===== src/include/pfs_defs.svh =====
`ifndef PFS_DEFS_SVH
`define PFS_DEFS_SVH

// Clock
`define PFS_CLK_MHZ 50

// Sample scale: one code step is one volt of line or link
`define PFS_CODE_W 10
`define PFS_PEAK_CLAMP_V 10'h0080
`define PFS_PEAK_STEP_V 10'h0005
`define PFS_BO_LOWER_V 10'h005F
`define PFS_BO_UPPER_V 10'h0069
`define PFS_LINK_NOM_V 10'h0190
`define PFS_STARTUP_V 10'h0168
`define PFS_OVP_V 10'h01A4
`define PFS_OVP_HYS_V 10'h0014

// Times in their own units
`define PFS_TROUGH_MS 8
`define PFS_BO_MS 56
`define PFS_RETRY_S 3
`define PFS_SU_LIMIT_MS 496
`define PFS_NM_CLEAR_MS 1024
`define PFS_TON_UVS 1126

// Derived cycle counts
`define PFS_TROUGH_CYCLES (`PFS_TROUGH_MS * 1000 * `PFS_CLK_MHZ)
`define PFS_BO_CYCLES (`PFS_BO_MS * 1000 * `PFS_CLK_MHZ)
`define PFS_RETRY_CYCLES (`PFS_RETRY_S * 1000000 * `PFS_CLK_MHZ)
`define PFS_SU_TROUGHS (`PFS_SU_LIMIT_MS / `PFS_TROUGH_MS)
`define PFS_NM_TROUGHS (`PFS_NM_CLEAR_MS / `PFS_TROUGH_MS)
`define PFS_TON_VCYC (`PFS_TON_UVS * `PFS_CLK_MHZ)
`define PFS_OP_CYCLES 3'h4

// Counter widths
`define PFS_TICK_W 19
`define PFS_BO_W 22
`define PFS_RETRY_W 28

`endif


===== src/include/pfs_pkg.sv =====
`include "pfs_defs.svh"

package pfs_pkg;

	typedef enum logic [1:0] {PFS_RUN, PFS_BROWN, PFS_OVERP, PFS_SLEEP} pfs_mode_type;

	typedef struct packed {
		logic startup;
		logic brownout;
		logic overpower;
		logic overvoltage;
		logic loop_fault;
		logic low_power;
	} pfs_status_type;

	typedef struct packed {
		pfs_mode_type mode;
		logic [`PFS_CODE_W-1:0] line_s;
		logic [`PFS_CODE_W-1:0] link_s;
		logic [`PFS_CODE_W-1:0] peak;
		logic [`PFS_TICK_W-1:0] tick_cnt;
		logic [`PFS_BO_W-1:0] lo_cnt;
		logic [`PFS_BO_W-1:0] hi_cnt;
		logic [`PFS_RETRY_W-1:0] retry_cnt;
		logic [7:0] su_cnt;
		logic [7:0] nm_cnt;
		logic [2:0] cyc_cnt;
		logic retry_win;
		logic startup;
		logic ovp;
		logic loop_fault;
		logic gate;
		logic ton_over;
	} pfs_state_type;

endpackage


===== src/pfs_fault_supervisor.sv =====
// Behaviour
// - Filtered line peak above 128 V is clamped to 128 V within half cycle.
// - After clamping, filtered peak drops 5 V at each trough, every 8 ms.
// - Line below lower threshold starts timer; brownout and gate off after 56 ms.
// - Brownout ends after line peak above upper threshold for 56 ms, or when the remote sleep input selects sleep.
// - During brownout, a gate-drive restart is attempted every 3 seconds.
// - Link below start-up threshold selects start-up; nominal link returns normal.
// - Repeated start-up and normal alternation declares overpower.
// - Staying in start-up beyond a set time declares overpower.
// - Overpower stops gate, enters low power, retries every 3 seconds.
// - Intermittent disturbances latch nothing; regulation continues.
// - Link above 105% of reference stops gate at once, unfiltered.
// - After overvoltage, switching resumes below threshold minus hysteresis.
// - Link measurement below line measurement stops gate drive.
// - Loop fault clears when link at least line and above line peak.
// - Failed link sensing stops gate within about 150 us.
// - Line sense at zero is handled through the brownout timing path.
// - On-time limit uses constant 0.001126 against the line voltage.
// - Start-up below 90% of nominal link, held until 100% reached.
module pfs_fault_supervisor
	import pfs_pkg::*;
#(
	parameter int unsigned TROUGH_CYCLES = `PFS_TROUGH_CYCLES,
	parameter int unsigned BO_CYCLES = `PFS_BO_CYCLES,
	parameter int unsigned RETRY_CYCLES = `PFS_RETRY_CYCLES
)
(
	input wire logic i_mclk,
	input wire logic i_nrst,
	input wire logic i_sample_valid,
	input wire logic [`PFS_CODE_W-1:0] i_line_sense_input,
	input wire logic [`PFS_CODE_W-1:0] i_link_sense_input,
	input wire logic i_remote_sleep_input_n,
	input wire logic [15:0] i_ton_cycles,
	output logic o_gate_drive_output,
	output logic o_ton_over,
	output pfs_status_type o_status
);

	localparam logic [`PFS_TICK_W-1:0] TICK_END = `PFS_TICK_W'(TROUGH_CYCLES - 1);
	localparam logic [`PFS_BO_W-1:0] BO_END = `PFS_BO_W'(BO_CYCLES);
	localparam logic [`PFS_RETRY_W-1:0] RETRY_END = `PFS_RETRY_W'(RETRY_CYCLES - 1);
	localparam logic [7:0] SU_END = 8'(`PFS_SU_TROUGHS);
	localparam logic [7:0] NM_END = 8'(`PFS_NM_TROUGHS);
	localparam logic [25:0] TON_LIMIT = 26'(`PFS_TON_VCYC);
	localparam logic [`PFS_CODE_W-1:0] OVP_LOW = `PFS_OVP_V - `PFS_OVP_HYS_V;

	pfs_state_type s;
	pfs_state_type next_s;

	logic tick;
	logic lo_trip;
	logic hi_ok;
	logic retry_done;
	logic op_trip;
	logic [`PFS_CODE_W-1:0] peak_dec;
	logic [25:0] ton_prod;

	always_comb
	begin
		next_s = s;
		tick = (s.tick_cnt == TICK_END);
		lo_trip = (s.lo_cnt == BO_END);
		hi_ok = (s.hi_cnt == BO_END);
		retry_done = (s.retry_cnt == RETRY_END);
		op_trip = (s.cyc_cnt == `PFS_OP_CYCLES) || (s.su_cnt == SU_END);
		ton_prod = 26'(s.line_s * i_ton_cycles);

		// Trough tick divider
		if (tick)
		begin
			next_s.tick_cnt = '0;
		end
		else
		begin
			next_s.tick_cnt = s.tick_cnt + 1'b1;
		end

		if (i_sample_valid)
		begin
			next_s.line_s = i_line_sense_input;
			next_s.link_s = i_link_sense_input;
		end

		// Peak filter with clamp and trough decay
		if (tick && (s.peak > `PFS_PEAK_STEP_V))
		begin
			peak_dec = s.peak - `PFS_PEAK_STEP_V;
		end
		else if (tick)
		begin
			peak_dec = '0;
		end
		else
		begin
			peak_dec = s.peak;
		end
		if (i_sample_valid && (i_line_sense_input > peak_dec))
		begin
			if (i_line_sense_input > `PFS_PEAK_CLAMP_V)
			begin
				next_s.peak = `PFS_PEAK_CLAMP_V;
			end
			else
			begin
				next_s.peak = i_line_sense_input;
			end
		end
		else
		begin
			next_s.peak = peak_dec;
		end

		// Low and high line timers
		if (s.peak >= `PFS_BO_LOWER_V)
		begin
			next_s.lo_cnt = '0;
		end
		else if (!lo_trip)
		begin
			next_s.lo_cnt = s.lo_cnt + 1'b1;
		end
		if (s.peak <= `PFS_BO_UPPER_V)
		begin
			next_s.hi_cnt = '0;
		end
		else if (!hi_ok)
		begin
			next_s.hi_cnt = s.hi_cnt + 1'b1;
		end

		// Start-up and normal mode
		if (i_sample_valid)
		begin
			if (i_link_sense_input < `PFS_STARTUP_V)
			begin
				next_s.startup = 1'b1;
			end
			else if (i_link_sense_input >= `PFS_LINK_NOM_V)
			begin
				next_s.startup = 1'b0;
			end
		end

		// Overpower watch
		if (s.startup && !next_s.startup && (s.cyc_cnt != `PFS_OP_CYCLES))
		begin
			next_s.cyc_cnt = s.cyc_cnt + 1'b1;
		end
		if (s.startup)
		begin
			next_s.nm_cnt = '0;
			if (tick && (s.su_cnt != SU_END))
			begin
				next_s.su_cnt = s.su_cnt + 1'b1;
			end
		end
		else
		begin
			next_s.su_cnt = '0;
			if (tick && (s.nm_cnt != NM_END))
			begin
				next_s.nm_cnt = s.nm_cnt + 1'b1;
			end
			if (s.nm_cnt == NM_END)
			begin
				next_s.cyc_cnt = '0;
			end
		end

		// Overvoltage cut-off
		if (i_sample_valid)
		begin
			if (i_link_sense_input > `PFS_OVP_V)
			begin
				next_s.ovp = 1'b1;
			end
			else if (i_link_sense_input < OVP_LOW)
			begin
				next_s.ovp = 1'b0;
			end
		end

		// Sense loop check
		if (i_sample_valid)
		begin
			if (i_link_sense_input < i_line_sense_input)
			begin
				next_s.loop_fault = 1'b1;
			end
			else if (i_link_sense_input > s.peak)
			begin
				next_s.loop_fault = 1'b0;
			end
		end

		// Restart interval
		if ((s.mode == PFS_BROWN) || (s.mode == PFS_OVERP))
		begin
			next_s.retry_cnt = retry_done ? '0 : s.retry_cnt + 1'b1;
		end
		else
		begin
			next_s.retry_cnt = '0;
		end

		unique case (s.mode)
			PFS_RUN:
			begin
				if (op_trip)
				begin
					next_s.mode = PFS_OVERP;
				end
				else if (lo_trip)
				begin
					next_s.mode = PFS_BROWN;
					next_s.retry_win = 1'b0;
				end
			end
			PFS_BROWN:
			begin
				if (hi_ok)
				begin
					next_s.mode = PFS_RUN;
					next_s.retry_win = 1'b0;
					next_s.su_cnt = '0;
					next_s.cyc_cnt = '0;
				end
				else if (retry_done)
				begin
					next_s.retry_win = 1'b1;
					next_s.lo_cnt = '0;
					next_s.startup = 1'b1;
					next_s.cyc_cnt = '0;
					next_s.su_cnt = '0;
				end
				else if (s.retry_win && lo_trip)
				begin
					next_s.retry_win = 1'b0;
				end
			end
			PFS_OVERP:
			begin
				if (retry_done)
				begin
					next_s.mode = PFS_RUN;
					next_s.startup = 1'b1;
					next_s.cyc_cnt = '0;
					next_s.su_cnt = '0;
					next_s.lo_cnt = '0;
				end
			end
			PFS_SLEEP:
			begin
				if (i_remote_sleep_input_n)
				begin
					next_s.mode = PFS_RUN;
					next_s.startup = 1'b1;
					next_s.cyc_cnt = '0;
					next_s.su_cnt = '0;
					next_s.lo_cnt = '0;
				end
			end
		endcase

		if (!i_remote_sleep_input_n)
		begin
			next_s.mode = PFS_SLEEP;
			next_s.retry_win = 1'b0;
		end

		// Gate enable
		next_s.gate = ((next_s.mode == PFS_RUN) || ((next_s.mode == PFS_BROWN) && next_s.retry_win))
			&& !next_s.ovp && !next_s.loop_fault;

		// On-time limit against line voltage
		next_s.ton_over = (ton_prod >= TON_LIMIT);
	end

	always_ff @(posedge i_mclk or negedge i_nrst)
	begin
		if (!i_nrst)
		begin
			s <= '{mode: PFS_RUN, startup: 1'b1, default: '0};
		end
		else
		begin
			s <= next_s;
		end
	end

	assign o_gate_drive_output = s.gate;
	assign o_ton_over = s.ton_over;
	assign o_status.startup = s.startup;
	assign o_status.brownout = (s.mode == PFS_BROWN);
	assign o_status.overpower = (s.mode == PFS_OVERP);
	assign o_status.overvoltage = s.ovp;
	assign o_status.loop_fault = s.loop_fault;
	assign o_status.low_power = (s.mode == PFS_OVERP) || (s.mode == PFS_SLEEP);

endmodule


===== config.mk =====
export PLATFORM = sky130hd
export DESIGN_NAME = pfs_fault_supervisor
export DESIGN_NICKNAME = d
export VERILOG_FILES = /design/src/include/pfs_pkg.sv /design/src/pfs_fault_supervisor.sv
export VERILOG_INCLUDE_DIRS = /design/src /design/src/include
export SDC_FILE = /design/constraint.sdc
export NUM_CORES = 1
export LEC_CHECK = 0
export ABC_AREA = 0
export BUFFER_PORTS_ARGS = -buffer_cell sky130_fd_sc_hd__buf_2
export CAP_MARGIN = 15
export CORE_MARGIN = 5
export CORE_UTILIZATION = 60
export CTS_CLUSTER_SIZE = 14
export DETAILED_ROUTE_END_ITERATION = 6
export PLACE_DENSITY = 0.83
export SLEW_MARGIN = 20
export SYNTH_ARGS = -nofsm -noshare
export SYNTH_HDL_FRONTEND = slang
export SYNTH_SLANG_ARGS = --single-unit

===== constraint.sdc =====
create_clock -name i_mclk -period 11.3 [get_ports i_mclk]
set_clock_uncertainty 0.1 [all_clocks]
set_input_delay 0 -clock i_mclk [delete_from_list [all_inputs] [get_ports i_mclk]]
set_output_delay 0 -clock i_mclk [all_outputs]
set_load 0.02 [all_outputs]

Word-level counts from Yosys, hierarchy flattened
Index checks and enable logic that the tools add are counted.
{ "totals": {"output_inout_bits": 8, "ff_bits": 138, "input_bits": 40} }
{ "classes": {"mux": 54, "eq_ne": 15, "n_reduce_logical": 20, "addsub": 8, "mul": 1, "n_lt_le_gt_ge": 12} }
{ "op_table": {"columns": ["op", "n"], "rows": [
  ["2-to-1 mux 22 bit", 7],
  ["one-hot mux 22 bit (3 select lines)", 1],
  ["2-to-1 mux 28 bit", 2],
  ["adder 22 x 1 -> 22 bit (second input constant)", 2],
  ["== test 22 bit (second input constant)", 2],
  ["2-to-1 mux 10 bit", 4],
  ["2-to-1 mux 8 bit", 5],
  ["adder 28 x 1 -> 28 bit (second input constant)", 1],
  ["== test 28 bit (second input constant)", 1],
  ["greater-or-equal comparator 26 x 16 -> 1 bit (second input constant)", 1],
  ["multiplier 10 x 16 -> 26 bit", 1],
  ["one-hot mux 8 bit (3 select lines)", 1],
  ["greater-than comparator 10 bit", 2],
  ["< comparator 10 x 9 -> 1 bit (second input constant)", 2],
  ["adder 19 x 1 -> 19 bit (second input constant)", 1],
  ["== test 19 bit (second input constant)", 1],
  ["2-to-1 mux 19 bit", 1],
  ["2-to-1 mux 1 bit", 17],
  ["adder 8 x 1 -> 8 bit (second input constant)", 2],
  ["2-to-1 mux 16 bit", 1],
  ["2-to-1 mux 3 bit", 5],
  ["greater-or-equal comparator 10 x 7 -> 1 bit (second input constant)", 1],
  ["greater-or-equal comparator 10 x 9 -> 1 bit (second input constant)", 1],
  ["greater-than comparator 10 x 3 -> 1 bit (second input constant)", 1],
  ["26 further kinds", 47]
]} }

Depth between registers and ports, before layout
{ "logic_depth": {"word_depth": 18, "mapped_depth": 24, "depth_no_buf": 21} }

Worst setup path after synthesis
Ideal clock, no wire load.
{ "synth_timing": {"path_kind": "register to register", "start": "register s[139] in the netlist's numbering", "end": "register s, in the netlist o_ton_over", "slack_ps": 5423, "synth_period_minus_slack_ps": 5877, "required_ps": 11061, "path_stages_with_launch": 23, "n_path_buf": 3, "setup_ps": 139, "arrival_ps": 5638, "cell_sequence": "dfrtp_1 clkbuf_1 clkbuf_1 nand2_1 fa_1 inv_1 fa_1 fa_1 fa_1 inv_1 fa_1 inv_1 ha_1 buf_2 nand2_1 nor2_1 a211oi_1 and3_4 a211oi_4 mux2i_1 nor4_2 nand3_1 or4_1"} }
{ "synth_rtl": {"columns": ["item", "line_no", "source"], "rows": [
  ["start: declaration", "pfs_fault_supervisor.sv:48", "pfs_state_type s;"],
  ["start signal: assignment", "pfs_fault_supervisor.sv:288", "s <= next_s;"]
]} }

==> impl_metrics.py <==
metrics = {
    "outcome": {
        "status": "complete, no violations",
    },
    "clock_tree": {
        "clk_pin_slew_worst_paths_ns": 0.06,
        "cts_buffers": 17,
        "cts_root_buf": "clkbuf_16",
        "cts_max_level": 4,
        "cts_setup_buffers": 0,
        "cts_sinks": 138,
        "clk-insertion-delay-late_ns": 0.43,
        "cts_max_path_buffers": 2,
        "cts_tree": "built",
    },
    "place": {
        "dp_slack_ns": 5.10,
        "place.gp.congestion": 0.911,
        "portBuffers": 47,
        "hpwl_mm": 21.8,
    },
    "final_layout": {
        "fill_cells": 1598,
        "multi_input_area_um2": 8540,
        "final_layout_size_suffix_gt1_frac": 0.0767,
        "fin_nets": 1732,
        "final-seq-area_um2": 3450,
        "area_growth_pct": 9.69,
    },
    "timing": {
        "fin_crit_ns": 6.25,
        "slew_headroom": 0.364,
        "finalSetupTns_ns": 0,
        "worstMarginPinSlew_ns": 0.954,
        "finalHoldViolCount": 0,
        "rsz0062_at_grt": "no",
        "max_freq_mhz": 160,
        "drv_slew": 0,
        "final-setup-viol-count": 0,
        "fin_crit_sh": 0.553,
        "setup_slack_ns": 5.05,
    },
    "pwr": {
        "p_leak_nw": 6.73,
        "power_mw": 3.53,
        "ir_worst_vdd_mv": 0.278,
        "power-per-cell-area_nw_per_um2": 251,
    },
    "detailed_routing": {
        "wire_per_inst_um": 16.6,
        "top_layer": "met5",
        "dr_total_vias": 10278,
        "wirelength_mm": 29.3,
        "ant_nets": 0,
        "drc": 0,
        "dr_wl_met2_mm": 14.6,
        "wl_met3_mm": 1.70,
        "drt-met1-wl_mm": 12.3,
        "drt_pass1_iterations": 7,
        "via_per_inst": 5.82,
        "drt-initial-drc-count": 766,
    },
    "yosys": {
        "yosysUniqueCellTypes": 70,
        "synth.avg_cell_area_um2": 8.95,
        "ys.flop_type": "dfrtp_1",
        "synth_seq_area_share": 0.269,
        "async_flop_share": 1.00,
        "syn_inst": 1434,
        "synthesis.area_um2": 12800,
        "yosys-top-cells-count": "164 x inv_1, 155 x nand2_1, 143 x nor2_1",
        "synth_most_common_cell": "inv_1",
        "ys.warnings.count": 0,
        "synth_top_area_share": 0.267,
        "ys_ff_latch": 138,
        "synth.top_cells.by_area": "dfrtp_1 27%, fa_1 17%, ha_1 11%, inv_1 4.8%, nand2_1 4.5%",
        "syn-num-nets": 1693,
        "synth.largest_area_cell": "dfrtp_1",
        "synth-edff-count": 0,
    },
    "floorplan": {
        "rows": 53,
        "die_y_um": 156,
        "core-area_um2": 21000,
        "initial_utilization": 0.610,
        "chipWidth_um": 156,
        "fp.dieArea_um2": 24400,
        "io_pins": 48,
    },
    "worst_setup_path": {
        "worstSetupStartpointType": "flip-flop",
        "path_max_fanout": 17,
        "critical_path_required_ns": 11.50,
        "worstPathArrival_ns": 6.45,
        "startpoint": "s[145]$_DFFE_PN0P_",
        "cp-end-kind": "flip-flop",
        "crit_type": "reg2reg",
        "r2r_start": "s[145]$_DFFE_PN0P_",
    },
    "grt": {
        "grt_pass1_wl_mm": 50.0,
        "antenna_found_initial": 9,
        "grt_max_degree": 71,
        "first_global_vias": 10536,
        "overflow": 0,
        "grtUsageTotal": 0.253,
    },
    "worst_hold_path": {
        "hold_class": "in2async",
    },
    "flow_run": {
        "cap_violations": 0,
    },
}
## layout make-up
| type | count | share of cell area |
|---|---|---|
| Clock inverter | 14 | 0.0148 |
| Inverter | 165 | 0.0440 |
| Tap cell | 275 | 0.0245 |
| Sequential cell | 138 | 0.245 |
| Clock buffer | 18 | 0.0305 |
| Antenna cell | 5 | 0.000889 |
| Multi-Input combinational cell | 1081 | 0.607 |
| Timing Repair Buffer | 70 | 0.0328 |
## what timing repair did
| action | in CTS | in global routing |
|---|---|---|
| hold endpoints to repair | 94 | 0 |
| resized for setup | 0 | 0 |
| hold buffers | 19 | 0 |
## kinds of logic (layout without fill, tap and decap cells)
family	count (synthesis)	count (layout)	synth area share
compound gates	169	169	0.0826
xor+xnor	106	106	0.0724
fa+ha+maj	219	219	0.278
buf+inv	215	267	0.0648
flops	138	138	0.269
mux	18	18	0.0151
other cells	0	5	0
simple gates	569	569	0.218
## placed cells by master (no fill, tap or decap), types with 4 or more instances in the layout
cell / n
a21o_1: 12
mux2i_1: 7
a21oi_1: 51
a21oi_2: 4
nand2b_1: 5
xor2_1: 65
xnor2_1: 41
inv_1: 164
o21ai_0: 44
diode_2: 5
o21ai_1: 8
nor4b_1: 6
clkbuf_16: 17
or3_1: 11
nor2_1: 143
nand3_1: 62
dlygate4sd3_1: 19
bufinv_16: 4
buf_2: 46
inv_6: 6
o31ai_1: 4
a211oi_1: 8
o211ai_1: 4
and3_1: 19
dfrtp_1: 137
nand4_1: 31
fa_1: 110
and2_1: 83
nand2_1: 155
mux2_2: 11
buf_4: 4
nor4_1: 7
nor3_1: 17
nor2b_1: 9
ha_1: 109
## report_power, final
part           switching, mW  internal, mW  total (mW)
sequential            0.0494         0.522       0.572
combinational           1.37         0.983        2.36
clock                  0.228         0.375       0.603
## state kept, by name, indices dropped and copies added, names as in the netlist
register and flops:
o_gate_drive_output 1, o_status 3, o_ton_over 1, s 133
## final timing paths
kind                                            endpoint  slack (ns)  depth (start not counted)
setup reg to reg                    o_ton_over$_DFF_PN0_        5.05                         19
hold reg to reg                          s[25]$_DFF_PN0_        0.36                          1
min in group i_mclk        o_gate_drive_output$_DFF_PN0_        0.14                          6
setup / recovery                    o_ton_over$_DFF_PN0_        5.05                         19
max in group asynchronous                s[89]$_DFF_PN0_        9.74                          3
hold / removal                           s[20]$_DFF_PN0_        0.05                          2
## stage by stage
step                       util  instance area, um2  instances  hold slack (ns)
final                     0.669               14100       1766           0.0454
after global routing      0.669               14100       1765            0.120
after CTS                 0.669               14100       1761           0.0597
after detailed placement  0.629               13200       1710          -0.0492
after global placement    0.629               13200       1710          -0.0460
after floorplan               -               12800       1434           -0.396
## worst max-delay path, cell delays in order, from the launching register on
cell and delay, ns:
dfrtp_1 0.71, nand2_1 0.16, fa_1 0.53, fa_1 0.55
inv_1 0.05, fa_1 0.51, fa_1 0.56, inv_1 0.06
fa_1 0.54, inv_1 0.05, ha_1 0.39, nand4_1 0.12
a21oi_1 0.25, nor2_1 0.11, o21ai_1 0.26, a21o_1 0.18
a31oi_1 0.16, o2111ai_1 0.27, nand3_1 0.09, or4_1 0.47
## per-layer routing
| metal | up-vias | GRT usage |
|---|---|---|
| li1 | 4795 | - |
| met1 | 5081 | 0.325 |
| met2 | 320 | 0.433 |
| met3 | 72 | 0.0514 |
| met4 | 10 | 0.0793 |
| met5 | - | 0 |
Power figures use the tool's default switching activity.
